## src/hdl/cmzc_map.vh

```
// Register offsets, field positions, reset values and timing counts
`ifndef CMZC_MAP_VH
`define CMZC_MAP_VH

// Register byte offsets
`define CMZC_CTRL_ADDR      8'h00
`define CMZC_ZERO_ADDR      8'h04
`define CMZC_SPEED_ADDR     8'h08
`define CMZC_STAT_ADDR      8'h0C
`define CMZC_ATT_BASE       8'h10

// Control fields
`define CMZC_SOFT_MUTE_BIT      0
`define CMZC_SOFT_RESET_N_BIT       1
`define CMZC_ADCPW_BIT      2
`define CMZC_DACPW_BIT      3
`define CMZC_CTRL_RST       8'h0E

// Zero detect fields
`define CMZC_OVERFLOW_FLAG_ENABLE_BIT       7
`define CMZC_ZSEL_LSB       3
`define CMZC_ZERO_RST       8'h38

// Ramp speed reset
`define CMZC_SPEED_RST      2'b00

// Attenuation codes
`define CMZC_ATT_MUTE       8'h7F
`define CMZC_ATT_ZERO       8'h00

// Frame-period counts
`define CMZC_ADC_GD         16
`define CMZC_ADC_INIT       522
`define CMZC_ZERO_FRAMES    8192
`define CMZC_GAIN_FULL      1792
`define CMZC_STEP_SLOW      14
`define CMZC_STEP_MID       7
`define CMZC_STEP_FAST      2

`endif

```

## src/hdl/cmzc_ramp.v

```verilog
// Soft-ramp attenuator for one channel, one step of 1, 2 or 7 gain levels per frame
`timescale 1ns/1ps
`default_nettype none
`include "cmzc_map.vh"

module cmzc_ramp
(
    // Clock and reset
    input  wire        aclk,
    input  wire        aresetn,
    input  wire        aclken,
    // Control
    input  wire        frame_tick,
    input  wire        hold_zero,
    input  wire [7:0]  target,
    input  wire [1:0]  ramp_speed_select,
    // Status
    output reg  [10:0] gain_level_q
);

    // Levels moved per frame, scaled so 7FH equals 1792 levels
    wire [10:0] step;
    wire [10:0] goal;
    assign step = (ramp_speed_select == 2'b00) ? 11'd1 :
                  (ramp_speed_select == 2'b01) ? 11'd2 : 11'd7;
    assign goal = (target >= `CMZC_ATT_MUTE) ? 11'd1792 :
                  (target[6:0] * 11'd14);

    // Ramp toward goal from wherever the level now is
    always @(posedge aclk)
    begin
        if (!aresetn)
            gain_level_q <= 11'd0;
        else if (aclken)
        begin
            if (hold_zero)
                gain_level_q <= 11'd0;
            else if (frame_tick)
            begin
                if (gain_level_q + step <= goal)
                    gain_level_q <= gain_level_q + step;
                else if (gain_level_q > goal + step)
                    gain_level_q <= gain_level_q - step;
                else
                    gain_level_q <= goal;
            end
        end
    end

endmodule
`default_nettype wire

```

## src/hdl/cmzc_ctrl.v

```verilog
// Codec level, mute, zero and overflow flag control with AXI4-Lite slave
// Behaviour
// - Overflow detection only with enable in serial mode
// - Overflow flag when left or right overflows
// - Overflow flag delayed sixteen frames
// - Overflow flag low 522 frames after power-up
// - Group select used in serial, force-all low
// - Enable in serial mode puts overflow on flag two
// - Force-all gives mode 0; parallel gives 7
// - Modes 1-5 split channels; 0 all on one, 6 all on two; others both low
// - Flag after 8192 zero frames, drop at once
// - Attenuation 00H..7EH steps, 7FH up mutes
// - Ramp time 1792, 896 or 256 frames
// - Mode 0 steps 1792 levels, one per frame
// - Power-down clears levels; soft reset holds zero
// - Soft reset release ramps to programmed value
// - Soft mute ramps to full mute
// - Mute release ramps back to programmed level
// - Early mute release reverses from reached point
// - Start only with frame clock present, on edge
// - Power-down resets registers, flags low
// - ADC output valid 522 frames after power-up
// - Separate ADC and DAC power bits
// - ADC off holds output low; DAC off flags high
`timescale 1ns/1ps
`default_nettype none
`include "cmzc_map.vh"

module cmzc_ctrl
#(
    parameter ZERO_FRAMES = `CMZC_ZERO_FRAMES
)
(
    // Clock and reset
    input  wire        aclk,
    input  wire        aresetn,
    input  wire        aclken,
    // Device pins
    input  wire        power_down_n,
    input  wire        frame_clock,
    input  wire        serial_mode,
    input  wire        zero_force_all,
    input  wire        overflow_left,
    input  wire        overflow_right,
    input  wire [5:0]  channel_nonzero,
    input  wire        frame_sample,
    input  wire        adc_data_in,
    output reg         adc_serial_out,
    output reg         zero_flag_one,
    output reg         zero_flag_two,
    output reg         adc_valid,
    output wire [65:0] gain_levels,
    // AXI4-Lite write
    input  wire [7:0]  s_axi_awaddr,
    input  wire        s_axi_awvalid,
    output wire        s_axi_awready,
    input  wire [31:0] s_axi_wdata,
    input  wire [3:0]  s_axi_wstrb,
    input  wire        s_axi_wvalid,
    output wire        s_axi_wready,
    output reg  [1:0]  s_axi_bresp,
    output reg         s_axi_bvalid,
    input  wire        s_axi_bready,
    // AXI4-Lite read
    input  wire [7:0]  s_axi_araddr,
    input  wire        s_axi_arvalid,
    output wire        s_axi_arready,
    output reg  [31:0] s_axi_rdata,
    output reg  [1:0]  s_axi_rresp,
    output reg         s_axi_rvalid,
    input  wire        s_axi_rready
);

    //------------------------------------------------------------
    // Pin synchronisers
    //------------------------------------------------------------
    reg [1:0] pdn_sync_q;
    reg [2:0] fck_sync_q;
    reg [1:0] ovl_sync_q;
    reg [1:0] ovr_sync_q;
    reg [1:0] ser_sync_q;
    reg [1:0] zfa_sync_q;

    // Two flops on power-down, frame clock, overflow, serial and force-all pins; frame clock gets a third for edges
    always @(posedge aclk)
    begin
        if (!aresetn)
        begin
            pdn_sync_q <= 2'b00;
            fck_sync_q <= 3'b000;
            ovl_sync_q <= 2'b00;
            ovr_sync_q <= 2'b00;
            ser_sync_q <= 2'b00;
            zfa_sync_q <= 2'b00;
        end
        else if (aclken)
        begin
            pdn_sync_q <= {pdn_sync_q[0], power_down_n};
            fck_sync_q <= {fck_sync_q[1:0], frame_clock};
            ovl_sync_q <= {ovl_sync_q[0], overflow_left};
            ovr_sync_q <= {ovr_sync_q[0], overflow_right};
            ser_sync_q <= {ser_sync_q[0], serial_mode};
            zfa_sync_q <= {zfa_sync_q[0], zero_force_all};
        end
    end

    wire pdn_n    = pdn_sync_q[1];
    wire serial   = ser_sync_q[1];
    wire force_all = zfa_sync_q[1];
    // Frame tick on a rising frame clock edge
    wire frame_tick = fck_sync_q[1] & ~fck_sync_q[2];

    //------------------------------------------------------------
    // Power state
    //------------------------------------------------------------
    reg        running_q;
    reg [9:0]  init_cnt_q;
    wire       in_pd = ~pdn_n;

    // Leave power-down only at the first frame edge after release
    always @(posedge aclk)
    begin
        if (!aresetn)
        begin
            running_q  <= 1'b0;
            init_cnt_q <= 10'd0;
        end
        else if (aclken)
        begin
            if (in_pd)
            begin
                running_q  <= 1'b0;
                init_cnt_q <= 10'd0;
            end
            else if (frame_tick)
            begin
                running_q <= 1'b1;
                if (running_q && init_cnt_q != `CMZC_ADC_INIT)
                    init_cnt_q <= init_cnt_q + 10'd1;
            end
        end
    end

    wire init_done = running_q && (init_cnt_q == `CMZC_ADC_INIT);

    //------------------------------------------------------------
    // Registers
    //------------------------------------------------------------
    reg [7:0] ctrl_q;
    reg [7:0] zero_q;
    reg [1:0] speed_q;
    reg [7:0] att_q [0:5];
    integer   i;

    wire soft_mute   = ctrl_q[`CMZC_SOFT_MUTE_BIT];
    wire soft_reset_n    = ctrl_q[`CMZC_SOFT_RESET_N_BIT];
    wire adc_pw  = ctrl_q[`CMZC_ADCPW_BIT];
    wire dac_pw  = ctrl_q[`CMZC_DACPW_BIT];
    wire overflow_flag_enable    = zero_q[`CMZC_OVERFLOW_FLAG_ENABLE_BIT];
    wire [3:0] zsel = zero_q[`CMZC_ZSEL_LSB+3:`CMZC_ZSEL_LSB];

    // AXI write: take address and data together when both are offered
    wire wr_go = s_axi_awvalid & s_axi_wvalid & ~s_axi_bvalid;
    assign s_axi_awready = wr_go;
    assign s_axi_wready  = wr_go;

    // Decode an attenuation slot, 6 means none
    function [2:0] att_index;
        input [7:0] addr;
        reg   [7:0] off;
        begin
            off = addr - `CMZC_ATT_BASE;
            if (addr >= `CMZC_ATT_BASE && off < 8'd24 && addr[1:0] == 2'b00)
                att_index = off[4:2];
            else
                att_index = 3'd6;
        end
    endfunction

    wire [2:0] wr_idx = att_index(s_axi_awaddr);
    wire       wr_ok  = (s_axi_awaddr == `CMZC_CTRL_ADDR) ||
                        (s_axi_awaddr == `CMZC_ZERO_ADDR) ||
                        (s_axi_awaddr == `CMZC_SPEED_ADDR) ||
                        (wr_idx != 3'd6);

    // Register writes; power-down restores defaults and blocks writes
    always @(posedge aclk)
    begin
        if (!aresetn)
        begin
            ctrl_q  <= `CMZC_CTRL_RST;
            zero_q  <= `CMZC_ZERO_RST;
            speed_q <= `CMZC_SPEED_RST;
            for (i = 0; i < 6; i = i + 1)
                att_q[i] <= `CMZC_ATT_ZERO;
        end
        else if (aclken)
        begin
            if (in_pd)
            begin
                ctrl_q  <= `CMZC_CTRL_RST;
                zero_q  <= `CMZC_ZERO_RST;
                speed_q <= `CMZC_SPEED_RST;
                for (i = 0; i < 6; i = i + 1)
                    att_q[i] <= `CMZC_ATT_ZERO;
            end
            else if (wr_go && s_axi_wstrb[0])
            begin
                if (s_axi_awaddr == `CMZC_CTRL_ADDR)
                    ctrl_q <= s_axi_wdata[7:0];
                else if (s_axi_awaddr == `CMZC_ZERO_ADDR)
                    zero_q <= s_axi_wdata[7:0];
                else if (s_axi_awaddr == `CMZC_SPEED_ADDR)
                    speed_q <= s_axi_wdata[1:0];
                else if (wr_idx != 3'd6)
                    att_q[wr_idx] <= s_axi_wdata[7:0];
            end
        end
    end

    // Write response one cycle after acceptance
    always @(posedge aclk)
    begin
        if (!aresetn)
        begin
            s_axi_bvalid <= 1'b0;
            s_axi_bresp  <= 2'b00;
        end
        else if (aclken)
        begin
            if (wr_go)
            begin
                s_axi_bvalid <= 1'b1;
                s_axi_bresp  <= wr_ok ? 2'b00 : 2'b10;
            end
            else if (s_axi_bready)
                s_axi_bvalid <= 1'b0;
        end
    end

    //------------------------------------------------------------
    // Channel ramps
    //------------------------------------------------------------
    genvar g;
    generate
        for (g = 0; g < 6; g = g + 1)
        begin : ch
            // Mute drives the target to 7FH; release reverses in place
            wire [7:0] tgt = soft_mute ? `CMZC_ATT_MUTE : att_q[g];
            cmzc_ramp u_ramp
            (
                .aclk              (aclk),
                .aresetn           (aresetn),
                .aclken            (aclken),
                .frame_tick        (frame_tick & running_q),
                .hold_zero         (in_pd | ~soft_reset_n),
                .target            (tgt),
                .ramp_speed_select (speed_q),
                .gain_level_q      (gain_levels[g*11 +: 11])
            );
        end
    endgenerate

    //------------------------------------------------------------
    // Overflow path
    //------------------------------------------------------------
    reg [15:0] ovf_pipe_q;
    wire       ovf_raw = ovl_sync_q[1] | ovr_sync_q[1];
    wire       ovf_on  = serial & overflow_flag_enable & init_done;
    wire       overflow_flag = ovf_on & ovf_pipe_q[15];

    // Sixteen-frame delay matching the ADC path
    always @(posedge aclk)
    begin
        if (!aresetn)
            ovf_pipe_q <= 16'h0000;
        else if (aclken)
        begin
            if (!init_done)
                ovf_pipe_q <= 16'h0000;
            else if (frame_tick)
                ovf_pipe_q <= {ovf_pipe_q[14:0], ovf_raw};
        end
    end

    //------------------------------------------------------------
    // Zero detection
    //------------------------------------------------------------
    reg [13:0] zcnt_q [0:5];
    reg [5:0]  zlong;

    // Per-channel count of consecutive zero frames
    always @(posedge aclk)
    begin
        if (!aresetn)
            for (i = 0; i < 6; i = i + 1)
                zcnt_q[i] <= 14'd0;
        else if (aclken)
            for (i = 0; i < 6; i = i + 1)
                if (!running_q || channel_nonzero[i])
                    zcnt_q[i] <= 14'd0;
                else if (frame_sample && zcnt_q[i] != ZERO_FRAMES[13:0])
                    zcnt_q[i] <= zcnt_q[i] + 14'd1;
    end

    // Channel is long-zero only while current sample is zero too
    always @*
    begin
        for (i = 0; i < 6; i = i + 1)
            zlong[i] = (zcnt_q[i] == ZERO_FRAMES[13:0]) & ~channel_nonzero[i];
    end

    // Effective grouping mode
    wire [3:0] mode = force_all ? 4'd0 :
                      serial    ? zsel : 4'd7;
    // Group one mask: first six-minus-mode channels, L1 at bit 0
    wire [5:0] g1   = (mode < 4'd7) ? (6'h3F >> mode[2:0]) : 6'h00;
    wire [5:0] g2   = (mode < 4'd7) ? (~g1 & 6'h3F) : 6'h00;
    wire       z1   = (g1 != 6'h00) && ((zlong & g1) == g1);
    wire       z2   = (g2 != 6'h00) && ((zlong & g2) == g2);

    // Flag pins with power priorities
    always @(posedge aclk)
    begin
        if (!aresetn)
        begin
            zero_flag_one <= 1'b0;
            zero_flag_two <= 1'b0;
        end
        else if (aclken)
        begin
            if (in_pd)
            begin
                zero_flag_one <= 1'b0;
                zero_flag_two <= 1'b0;
            end
            else if (!dac_pw || !soft_reset_n)
            begin
                zero_flag_one <= 1'b1;
                zero_flag_two <= 1'b1;
            end
            else
            begin
                zero_flag_one <= z1;
                zero_flag_two <= (serial & overflow_flag_enable) ? overflow_flag : z2;
            end
        end
    end

    //------------------------------------------------------------
    // ADC output gate
    //------------------------------------------------------------
    always @(posedge aclk)
    begin
        if (!aresetn)
        begin
            adc_serial_out <= 1'b0;
            adc_valid      <= 1'b0;
        end
        else if (aclken)
        begin
            adc_valid      <= init_done & adc_pw & soft_reset_n;
            adc_serial_out <= adc_data_in & init_done & adc_pw & soft_reset_n;
        end
    end

    //------------------------------------------------------------
    // AXI read
    //------------------------------------------------------------
    wire [2:0] rd_idx = att_index(s_axi_araddr);
    assign s_axi_arready = ~s_axi_rvalid;

    // Read data: registers plus a status word of live state
    always @(posedge aclk)
    begin
        if (!aresetn)
        begin
            s_axi_rvalid <= 1'b0;
            s_axi_rdata  <= 32'h0000_0000;
            s_axi_rresp  <= 2'b00;
        end
        else if (aclken)
        begin
            if (s_axi_arvalid && !s_axi_rvalid)
            begin
                s_axi_rvalid <= 1'b1;
                s_axi_rresp  <= 2'b00;
                if (s_axi_araddr == `CMZC_CTRL_ADDR)
                    s_axi_rdata <= {24'h00_0000, ctrl_q};
                else if (s_axi_araddr == `CMZC_ZERO_ADDR)
                    s_axi_rdata <= {24'h00_0000, zero_q};
                else if (s_axi_araddr == `CMZC_SPEED_ADDR)
                    s_axi_rdata <= {30'h0000_0000, speed_q};
                else if (s_axi_araddr == `CMZC_STAT_ADDR)
                    s_axi_rdata <= {27'h000_0000, overflow_flag,
                                    zero_flag_two, zero_flag_one,
                                    init_done, running_q};
                else if (rd_idx != 3'd6)
                    s_axi_rdata <= {24'h00_0000, att_q[rd_idx]};
                else
                begin
                    s_axi_rdata <= 32'h0000_0000;
                    s_axi_rresp <= 2'b10;
                end
            end
            else if (s_axi_rready)
                s_axi_rvalid <= 1'b0;
        end
    end

endmodule
`default_nettype wire

```

## config.mk

```make
export PLATFORM = sky130hd
export DESIGN_NAME = cmzc_ctrl
export DESIGN_NICKNAME = d
export VERILOG_FILES = /design/src/hdl/cmzc_ramp.v /design/src/hdl/cmzc_ctrl.v
export VERILOG_INCLUDE_DIRS = /design/src /design/src/hdl
export SDC_FILE = /design/constraint.sdc
export NUM_CORES = 1
export LEC_CHECK = 0
export BUFFER_PORTS_ARGS = -buffer_cell sky130_fd_sc_hd__buf_2
export CORE_MARGIN = 2
export CORE_UTILIZATION = 50
export DETAILED_ROUTE_END_ITERATION = 8
export MAX_ROUTING_LAYER = met4
export PLACE_DENSITY_LB_ADDON = 0.15
export SYNTH_ARGS = -nofsm -noshare
export SYNTH_HDL_FRONTEND = slang
export SYNTH_HIERARCHICAL = 1
export SYNTH_SLANG_ARGS = --single-unit
```

## constraint.sdc

```tcl
create_clock -name aclk -period 9.2 [get_ports aclk]
set_input_delay 0 -clock aclk [delete_from_list [all_inputs] [get_ports aclk]]
set_output_delay 0 -clock aclk [all_outputs]
set_load 0.05 [all_outputs]
```

=== After elaboration in Yosys (flattened, before gate mapping) ===
Memory sizes are Yosys's and may differ from the RTL's.
Cells that the tools add are included.

* Flip-flop bits (word level): 166
* RAM bits: 132
* Output and inout bits: 111
* Logic and storage cells: 395
* Memories: 2

{| class="wikitable"
|+ Memories
! memory !! depth !! bits a word !! read ports !! clocked after memory_dff !! write ports !! RTL line !! RTL
|-
| zcnt_q || 6 || 14 || 6 || 0 || 6 || cmzc_ctrl.v:289 || <nowiki>reg [13:0] zcnt_q [0:5];</nowiki>
|-
| att_q || 6 || 8 || 7 || 0 || 6 || cmzc_ctrl.v:152 || <nowiki>reg [7:0] att_q [0:5];</nowiki>
|}

* $add $sub $neg: 27
* Multipliers: 6
* $lt $le $gt $ge: 23
* Equal/unequal tests: 33
* Shift operators: 1
* Mux-type cells: 172
* Bitwise operators: 52
* Reductions and logical operators: 52

{| class="wikitable"
|+ Operator list
! cell !! count
|-
| two-way mux 11 bit || 31
|-
| two-way mux 8 bit || 25
|-
| two-way mux 14 bit || 12
|-
| adder 11 bit || 12
|-
| adder 14 x 1 -> 14 bit, second input constant || 6
|-
| equality test 14 bit, second input constant || 6
|-
| != test 14 bit, second input constant || 6
|-
| two-way mux 1 bit || 80
|-
| > comparator 11 bit || 6
|-
| <= comparator 11 bit || 6
|-
| subtractor 11 bit || 6
|-
| multiplier 7 x 3 -> 10 bit, second input constant || 6
|-
| greater-or-equal comparator 8 x 7 -> 1 bit, second input constant || 6
|-
| two-way mux 16 bit || 2
|-
| two-way mux 10 bit || 3
|-
| equality test 8 x 4 -> 1 bit, second input constant || 3
|-
| two-way mux 2 bit || 11
|-
| bitwise OR 1 bit || 20
|-
| AND 1 bit || 18
|-
| equality test 8 x 3 -> 1 bit, second input constant || 2
|-
| greater-or-equal comparator 8 x 5 -> 1 bit, second input constant || 2
|-
| logical AND 1 bit || 16
|-
| logical NOT 8 bit || 2
|-
| < comparator 8 x 5 -> 1 bit, second input constant || 2
|-
| 27 further kinds || 77
|}

=== Logic depth before layout (Yosys ltp) ===
Gate-level depths: netlist (run 1).

* Depth in word-level cells: 17
* Depth in mapped cells: 24

=== Cells and area by module ===
The synthesis (run 1) kept the hierarchy.

{| class="wikitable"
|+ By module, submodules not included
! module !! times used !! cells an instance !! area each (µm²) !! seq. area each (µm²)
|-
| cmzc_ctrl || 1 || 1201 || 11664.9 || 5685.5
|-
| cmzc_ramp at ch[2].u_ramp ... || 3 || 289 || 2331.0 || 220.2
|-
| cmzc_ramp at ch[0].u_ramp ... || 2 || 291 || 2322.2 || 220.2
|-
| cmzc_ramp at ch[5].u_ramp || 1 || 292 || 2334.7 || 220.2
|}

=== Worst setup path before layout (run 1) ===
No wires, ideal clock.

* Path kind: flip-flop to flip-flop
* Start point: reg ctrl_q[0]
* End point: reg ch[4].u_ramp.gain_level_q[3]
* Arrival time: 5479 ps
* Path slack: 3596 ps
* Stages on the path, launching flop included: 24
* Path buffers: 3
* Clock period less this slack: 5604 ps
* Cells stage by stage: dfxtp_1 clkbuf_1 clkbuf_1 or2_2 inv_1 fa_1 inv_1 ha_1 a211oi_1 nor2_1 nor3_1 inv_1 nor4_1 nand2_1 nor4_1 xnor2_1 ha_1 nand4_1 a211oi_1 a2111oi_0 nor2_2 clkbuf_1 nor4b_1 o32ai_1

* Cells in the longest elaborated chain, start to end: 9
* Elaborated cells on any way between the ends: 11

{| class="wikitable"
|+ Ends and longest elaborated chain
! what !! RTL line !! RTL
|-
| start, declared || cmzc_ctrl.v:149 || <nowiki>reg [7:0] ctrl_q;</nowiki>
|-
| start signal, assigned || cmzc_ctrl.v:191 || <nowiki>ctrl_q <= `CMZC_CTRL_RST;</nowiki>
|-
| start signal, assigned || cmzc_ctrl.v:201 || <nowiki>ctrl_q <= `CMZC_CTRL_RST;</nowiki>
|-
| start signal, assigned || cmzc_ctrl.v:210 || <nowiki>ctrl_q <= s_axi_wdata[7:0];</nowiki>
|-
| two-way mux 8 bit * || cmzc_ctrl.v:249 || <nowiki>wire [7:0] tgt = soft_mute ? `CMZC_ATT_MUTE : att_q[g];</nowiki>
|-
| net ch[4].tgt[1] || cmzc_ctrl.v:249 ||
|-
| multiplier 7 x 3 -> 10 bit or greater-or-equal comparator 8 x 7 -> 1 bit (tied branches) || n/a ||
|-
| two-way mux 11 bit * || cmzc_ramp.v:26 || <nowiki>assign goal = (target >= `CMZC_ATT_MUTE) ? 11'd1792 :</nowiki>
|-
| adder 11 bit || cmzc_ramp.v:42 || <nowiki>else if (gain_level_q > goal + step)</nowiki>
|-
| > comparator 11 bit || cmzc_ramp.v:42 ||
|-
| two-way mux 11 bit || cmzc_ramp.v:42 ||
|-
| two-way mux 11 bit * || cmzc_ramp.v:40 || <nowiki>if (gain_level_q + step <= goal)</nowiki>
|-
| two-way mux 11 bit * || cmzc_ramp.v:38 || <nowiki>else if (frame_tick)</nowiki>
|-
| two-way mux 11 bit * || cmzc_ramp.v:36 || <nowiki>if (hold_zero)</nowiki>
|-
| end signal, assigned || cmzc_ramp.v:41 || <nowiki>gain_level_q <= gain_level_q + step;</nowiki>
|-
| end signal, assigned || cmzc_ramp.v:43 || <nowiki>gain_level_q <= gain_level_q - step;</nowiki>
|-
| end signal, assigned || cmzc_ramp.v:45 || <nowiki>gain_level_q <= goal;</nowiki>
|-
| end, declared || cmzc_ramp.v:18 || <nowiki>output reg [10:0] gain_level_q</nowiki>
|}

Mark *: on every way through the listed nets, which the timed path passes. The rest lies on a longest branch. The select of a mux whose other input is x is not followed.
A chain may end at the register's enable or synchronous reset.

=== Worst setup path in the final report (run 1) ===
* Start point: reg ctrl_q[0]
* End point: reg ch[3].u_ramp.gain_level_q[5]

* Cells in the longest elaborated chain, start to end: 9
* Elaborated cells on any way between the ends: 11

{| class="wikitable"
|+ Ends and longest elaborated chain
! what !! RTL line
|-
| two-way mux 8 bit * || cmzc_ctrl.v:249
|-
| net ch[3].tgt[1] || cmzc_ctrl.v:249
|-
| multiplier 7 x 3 -> 10 bit or greater-or-equal comparator 8 x 7 -> 1 bit (tied branches) || n/a
|-
| two-way mux 11 bit * || cmzc_ramp.v:26
|-
| adder 11 bit || cmzc_ramp.v:42
|-
| > comparator 11 bit || cmzc_ramp.v:42
|-
| two-way mux 11 bit || cmzc_ramp.v:42
|-
| two-way mux 11 bit * || cmzc_ramp.v:40
|-
| two-way mux 11 bit * || cmzc_ramp.v:38
|-
| two-way mux 11 bit * || cmzc_ramp.v:36
|-
| end signal, assigned || cmzc_ramp.v:41
|-
| end signal, assigned || cmzc_ramp.v:43
|-
| end signal, assigned || cmzc_ramp.v:45
|-
| end, declared || cmzc_ramp.v:18
|}

Marks and branches as above.

==> flow_summary.yaml, run 1 <==
run_status:
  status: "complete, no violations"
worst_setup_path:
  cp-end-kind: "flip-flop"
  cpPeakStageDelay_ps: 820
  cp_common_cell: "inv_1"
  crit_slowest_cell: "a2111oi_0"
  rr_worst_depth: 22
  arrival_ps: 7410
  reg2reg_slack_ps: 2250
  critical_path.startpoint: "ctrl_q[0]"
  critPathLaunchType: "flip-flop"
  rr_startpoint: "ctrl_q[0]"
  regToRegEndpoint: "ch[3].u_ramp/gain_level_q[5]"
  cp_max_fo: 26
  worst_path_dominant_cell_family: "simple AND/OR/NAND/NOR gates"
  crit_chain: "buf_4 -> or2_2 -> inv_1 -> fa_1 -> inv_1 -> ha_1 -> a211oi_1 -> nor2_1 -> nor3_1 -> inv_1 -> nor4_1 -> nand2_1 -> nor4_1 -> xnor2_1 -> ha_1 -> nand4_1 -> a211oi_1 -> a2111oi_0 -> nor2_2 -> or3b_2 -> o211ai_1 -> nand2_1"
  criticalPathCategory: "reg2reg"
  critPathBufInv: 4
  crit_cells: 22
  endpoint: "ch[3].u_ramp/gain_level_q[5]"
  required_ps: 9660
clock_tree:
  cts_tree: "built"
  clock_tree.buffer_depth: 3
  cts_sinks: 280
  hold_buffers: 30
  htreeDepth: 2
  cts_setup_buffers: 0
  cts-buffers-inserted: 36
  clk_latency_ps: 600
  post_cts_resize_count: 0
  cts-root-buf: "clkbuf_16"
  clkTransAtPathRegs_ps: 60
synth:
  synth_most_common_cell: "nor2_1"
  synth_top_cells_by_count: "nor2_1, nand2_1, ha_1"
  synth_warnings: 6
  synth.largest_area_cell: "edfxtp_1"
  synth_area_leaders: "edfxtp_1, ha_1, dfxtp_1"
  syn_area_per_cell_um2: 8.71
  yosysUniqueCellTypes: 108
  synthCells: 2942
  synth-seq-cells: 280
  synth-edff-count: 140
  synth_ff_type: "edfxtp_1"
  syn_area_um2: 25600
  ys_seq_area_share_pct: 27.3
  synthArstFlopShare_pct: 0
  synth_top_area_share_pct: 16.4
global_route:
  grt_pass1_vias: 21300
  globalRoute.totalOverflow: 0
  grt_max_degree: 54
  antenna_found_initial: 10
  grt_pass1_wl_um: 112000
  grt_usage_pct: 26.5
routing:
  dr_total_vias: 22200
  first_pass_iters: 8
  drtIter0Drc: 1694
  ant_nets: 0
  wl_per_cell_um: 18.4
  viasPerCell: 5.90
  drt_wl_total_um: 69300
  drc: 0
timing:
  fin_ws_ps: 2250
  relSlewSlack_pct: 15.1
  min_period_over_period_pct: 75.5
  tightest_slew_ps: 1260
  skew_ps: 37.3
  setup_violations: 0
  hold_ws_ps: 50.6
  timing_hold_violations_final: 0
  fin_setup_tns_ps: 0
  rsz0062_at_grt: "no"
  fin_crit_ps: 6950
  slew_viol_final: 0
  max_freq_mhz: 144
floorplan:
  die_x_um: 230
  start_util_pct: 50.9
  die_h_um: 230
  coreArea_um2: 50400
  die_area_um2: 53100
  pin_count: 185
  num_rows: 82
final_layout:
  fillCellCount: 4537
  layoutNonFillerInstCount: 3761
  fin_nets: 3438
  drive_gt1_share_pct: 11.6
  stdcell_area_um2: 28100
  fin_util_pct: 55.8
  area_delta_synth_final_pct: 9.73
power_and_ir_drop:
  power_density_nw_per_um2: 127
  p_leak_nw: 11.8
  power_mw: 3.57
  ir_drop_uv: 164
place:
  place_hpwl_um: 51800
  gp_congestion: 0.933
  portBuffers: 131
  place_ws_ps: 2360
  placedInstanceArea_um2: 26500
  place_inst: 3655
worst_hold_path:
  min-delay-start: "s_axi_awaddr[7]"
  holdCritPathClass: "in2reg"
job:
  maxCapViolCount: 0
-- worst min path at each step --
| stage | endpoint | slack, ps | cells after the start |
|---|---|---|---|
| after global routing | att_q[0][0] | 80 | 3 |
| final | s_axi_bresp[1] | 50 | 5 |
| after floorplan | att_q[7][0] | 100 | 0 |
| after CTS | s_axi_bresp[1] | 30 | 5 |
| after detailed placement | ovr_sync_q[0] | 250 | 3 |
| after global placement | zfa_sync_q[0] | 240 | 3 |
-- tightest hold or removal path: stages --
cell     delay, ps
buf_2          140
xor2_1         110
o21a_1         170
nor2_1          90
o41ai_1         80
-- layout make-up --
cell class	count	area, um^2	area share, %
clock buffer	38	940	3.34
tap	672	841	2.99
clock inverter	28	375	1.33
inverter	188	706	2.51
antenna	10	25.0	0.0890
multi-input combinational	2375	17200	61.2
sequential	280	7010	24.9
timing repair buffer	170	1020	3.64
-- cells by family (layout without fill, tap and decap cells) --
logic type / Yosys count / in the layout / share of synthesized area, %
buffers and inverters: 312 / 424 / 5.90
adders and majority gates: 313 / 313 / 17.0
AOI/OAI and AO/OA: 631 / 631 / 17.4
and+or+nand+nor: 1155 / 1155 / 23.5
xor gates and xnor gates: 205 / 205 / 7.00
muxes: 45 / 45 / 1.90
DFF: 280 / 280 / 27.3
other: 1 / 36 / 0.0146
-- report_power, final --
part | internal, mW | leakage, nW | switching [mW]
Sequential | 1.34 | 2.67 | 0.0317
Clock | 0.930 | 0.627 | 0.639
Combinational | 0.231 | 8.52 | 0.399
-- layer usage --
| layer | wire length [um] | share of wire (%) | up-vias | GRT usage, % |
|---|---|---|---|---|
| li1 | - | - | 10800 | - |
| met1 | 30700 | 44 | 10600 | 34.4 |
| met2 | 32500 | 47 | 632 | 42.7 |
| met3 | 4170 | 6.0 | 116 | 4.01 |
| met4 | 1970 | 2.8 | 0 | 8.08 |
| met5 | 0 | 0 | - | - |
-- cells in the final DEF (no fill, tap or decap), types with 17 or more instances in the layout --
cell	n
o31ai_1	24
and3_1	33
o21bai_1	35
edfxtp_1	140
xnor2_1	117
inv_1	186
a22oi_1	28
buf_2	131
o22ai_1	19
nand3_1	72
nor3_1	56
a211oi_1	54
o211ai_1	20
o21ai_0	110
mux2i_1	34
a21oi_1	110
or2_2	58
conb_1	26
a32oi_1	17
clkbuf_16	37
nand2b_1	38
nand4_1	64
dlygate4sd3_1	30
nand2_1	259
fa_1	60
dfxtp_1	139
ha_1	253
nor4_1	26
nor2b_1	42
or3_1	25
and2_1	73
nor2_1	281
a21o_1	28
xor2_1	88
-- state kept, by name, indices dropped and copies added, names as in the netlist, 3 cells and up --
name	flops
ovf_pipe_q	16
ch.u_ramp/gain_level_q	66
s_axi_rdata	8
init_cnt_q	10
att_q	56
zcnt_q	84
zero_q	8
fck_sync_q	3
ctrl_q	8
Power figures use the tool's default switching activity.
==> inputs of run 2 (changes only) <==
--- a/config.mk
+++ b/config.mk
@@ -6,6 +6,7 @@
 export SDC_FILE = /design/constraint.sdc
 export NUM_CORES = 1
 export LEC_CHECK = 0
+export ABC_AREA = 1
 export BUFFER_PORTS_ARGS = -buffer_cell sky130_fd_sc_hd__buf_2
 export CORE_MARGIN = 2
 export CORE_UTILIZATION = 50
==> constraint.sdc (replaced) <==
create_clock -name aclk -period 6.3 [get_ports aclk]
set_input_delay 0 -clock aclk [delete_from_list [all_inputs] [get_ports aclk]]
set_output_delay 0 -clock aclk [all_outputs]
set_load 0.05 [all_outputs]
==> flow_summary.yaml, run 2 <==
synth:
  synthArstFlopShare_pct: 0
  synth-xor-area-share_pct: 2.94
  synth_top_cells_by_count: "nand2_1, inv_1, nor2_1"
  synth.largest_area_cell: "edfxtp_1"
  synth_ff_type: "edfxtp_1"
  synth-seq-cells: 280
  synthCells: 3995
  synth-adder-area-share_pct: 15.9
  synth_most_common_cell: "nand2_1"
  ys_seq_area_share_pct: 25.5
  synth_area_leaders: "edfxtp_1, nand2_1, ha_1"
  synth_simple_gate_area_share_pct: 33.8
  synth_warnings: 6
  synth_top_area_share_pct: 15.3
  yosysUniqueCellTypes: 57
  syn_area_per_cell_um2: 6.87
  synthMuxAreaShare_pct: 0
  synth-edff-count: 140
  syn_area_um2: 27400
  synth_top_family_by_area: "simple AND/OR/NAND/NOR gates"
  synth_compound_area_share_pct: 9.84
final_layout:
  reg_top3: "zcnt_q x84, ch.u_ramp/gain_level_q x66, att_q x56"
  top_register: "zcnt_q"
  final_cell_mix: "nand2_1, inv_1, nor2_1"
  fin_util_pct: 55.4
  fillCellCount: 5379
  stdcell_area_um2: 29900
  area_delta_synth_final_pct: 9.02
  final_common_cell: "nand2_1"
  fin_nets: 4514
  drive_gt1_share_pct: 11.3
  largest_reg_flops: 84
timing:
  slew_viol_final: 0
  fin_crit_ps: 5300
  tightest_slew_ps: 1180
  max_freq_mhz: 189
  skew_ps: 13.2
  timing_hold_violations_final: 0
  fin_setup_tns_ps: 0
  min_period_over_period_pct: 84.2
  relSlewSlack_pct: 20.6
  setup_violations: 0
  rsz0062_at_grt: "no"
worst_setup_path:
  regToRegEndpoint: "ch[4].u_ramp/gain_level_q[10]"
  rr_worst_depth: 31
  critPathLaunchType: "flip-flop"
  arrival_ps: 5730
  cpPeakStageDelay_ps: 470
  crit_slowest_cell: "clkinvlp_4"
  criticalPathCategory: "reg2reg"
  required_ps: 6730
  reg2reg_slack_ps: 1000
  rr_startpoint: "ctrl_q[0]"
  cp-end-kind: "flip-flop"
  critical_path.startpoint: "ctrl_q[0]"
  cp_max_fo: 27
  cp_common_cell: "nand2_1"
job:
  maxCapViolCount: 0
worst_hold_path:
  holdCritPathClass: "in2reg"
  worstHoldPathCells: 8
  min_to: "zero_flag_one"
  min-delay-start: "channel_nonzero[0]"
clock_tree:
  cts-root-buf: "clkbuf_16"
  cts_tree: "built"
  clkTransAtPathRegs_ps: 60
  htreeDepth: 2
  cts-buffers-inserted: 35
  clock_tree.buffer_depth: 3
  cts_setup_buffers: 0
  cts_sinks: 280
  clk_latency_ps: 570
floorplan:
  die_area_um2: 56800
  num_rows: 85
  die_h_um: 238
  start_util_pct: 50.8
  coreArea_um2: 54000
  die_x_um: 238
  pin_count: 185
routing:
  first_pass_iters: 5
  met3WireLength_um: 3770
  dr_total_vias: 24900
  met1_length_um: 33400
  dr_wl_met2_um: 30900
  ant_nets: 0
  drt_wl_total_um: 69700
  drc: 0
  wl_per_cell_um: 14.4
  drtIter0Drc: 1575
  viasPerCell: 5.13
  top_layer: "met4"
global_route:
  globalRoute.totalOverflow: 0
  grt_usage_pct: 25.3
  grt_max_degree: 45
  grt_pass1_vias: 23300
  grt_pass1_wl_um: 115000
  antenna_found_initial: 5
power_and_ir_drop:
  comb_power_share_pct: 25.0
  power_mw: 5.30
  switchingPower_mw: 1.77
  p_int_mw: 3.52
  p_seq_share_pct: 38.1
  ir_drop_uv: 223
  swShare_pct: 33.5
  power_frac_clock_pct: 36.9
  power_density_nw_per_um2: 177
  p_leak_nw: 15.0
place:
  place_hpwl_um: 53500
  placedInstanceArea_um2: 28600
  portBuffers: 131
  gp_congestion: 0.932
run_status:
  status: "complete, no violations"
==> run 2: kinds of logic after synthesis <==
family	Yosys count
buf+inv	805
compound gates	474
xor+xnor	87
simple gates	2035
flops	280
fa+ha+maj	313
other cells	1
==> run 2: layout make-up <==
type / count / area, um^2 / share of cell area (%)
diodes: 7 / 17.5 / 0.0585
clock buffers: 53 / 1010 / 3.39
clock inverters: 9 / 66.3 / 0.222
inverters: 700 / 2650 / 8.84
multi-input cells: 2935 / 17300 / 57.7
flip-flops and latches: 280 / 7010 / 23.4
well taps: 696 / 871 / 2.91
repair buffers: 175 / 1050 / 3.50
==> run 2: worst max-delay path by stage <==
| stage | end | slack, ps | cells past startpoint |
|---|---|---|---|
| final | ch[4].u_ramp/gain_level_q[10] | 1000 | 31 |
| after global placement | ch[0].u_ramp/gain_level_q[8] | 760 | 29 |
| after floorplan | ch[1].u_ramp/gain_level_q[5] | 2160 | 28 |
| after CTS | ch[4].u_ramp/gain_level_q[8] | 650 | 31 |
| after detailed placement | ch[4].u_ramp/gain_level_q[8] | 680 | 31 |
| after global routing | ch[0].u_ramp/gain_level_q[8] | 340 | 29 |
==> run 2: layer usage <==
| metal | up-vias | global-route usage, % |
|---|---|---|
| met2 | 509 | 40.6 |
| met3 | 95 | 3.38 |
| met1 | 11300 | 33.7 |
| li1 | 13000 | - |
| met4 | 0 | 7.03 |
| met5 | - | - |
==> run 2: through the flow <==
stage	setup WS, ps	hold WS, ps	std cells
floorplan	2160	98.9	4020
global placement	763	226	4762
detailed placement	681	232	4762
CTS	649	11.4	4848
global route	342	72.4	4852
finish	995	9.98	4855
==> run 2: power by group through the flow <==
stage / Clock, mW / Combinational [mW] / Sequential (mW)
after floorplan: 0 / 1.02 / 2.06
after CTS: 1.99 / 1.32 / 2.02
after global routing: 2.05 / 1.52 / 2.03
after global placement: 0 / 1.29 / 2.06
final: 1.95 / 1.32 / 2.02
after detailed placement: 0 / 1.30 / 2.06
==> run 2: repair_timing <==
item / CTS / global route
endpoints found under the setup margin: 0 / 8
gates resized for setup: 0 / 1
hold endpoints to repair: 53 / 0
hold buffers: 24 / 0
==> run 2: critical path, delay by kind of cell (launching register included) <==
family	cells	cell delay [ps]
AND/OR/NAND/NOR	19	2630
buffers and inverters	6	1080
adder cells (fa/ha/maj)	3	780
AO/OA/AOI/OAI	3	380
flip-flops	1	300
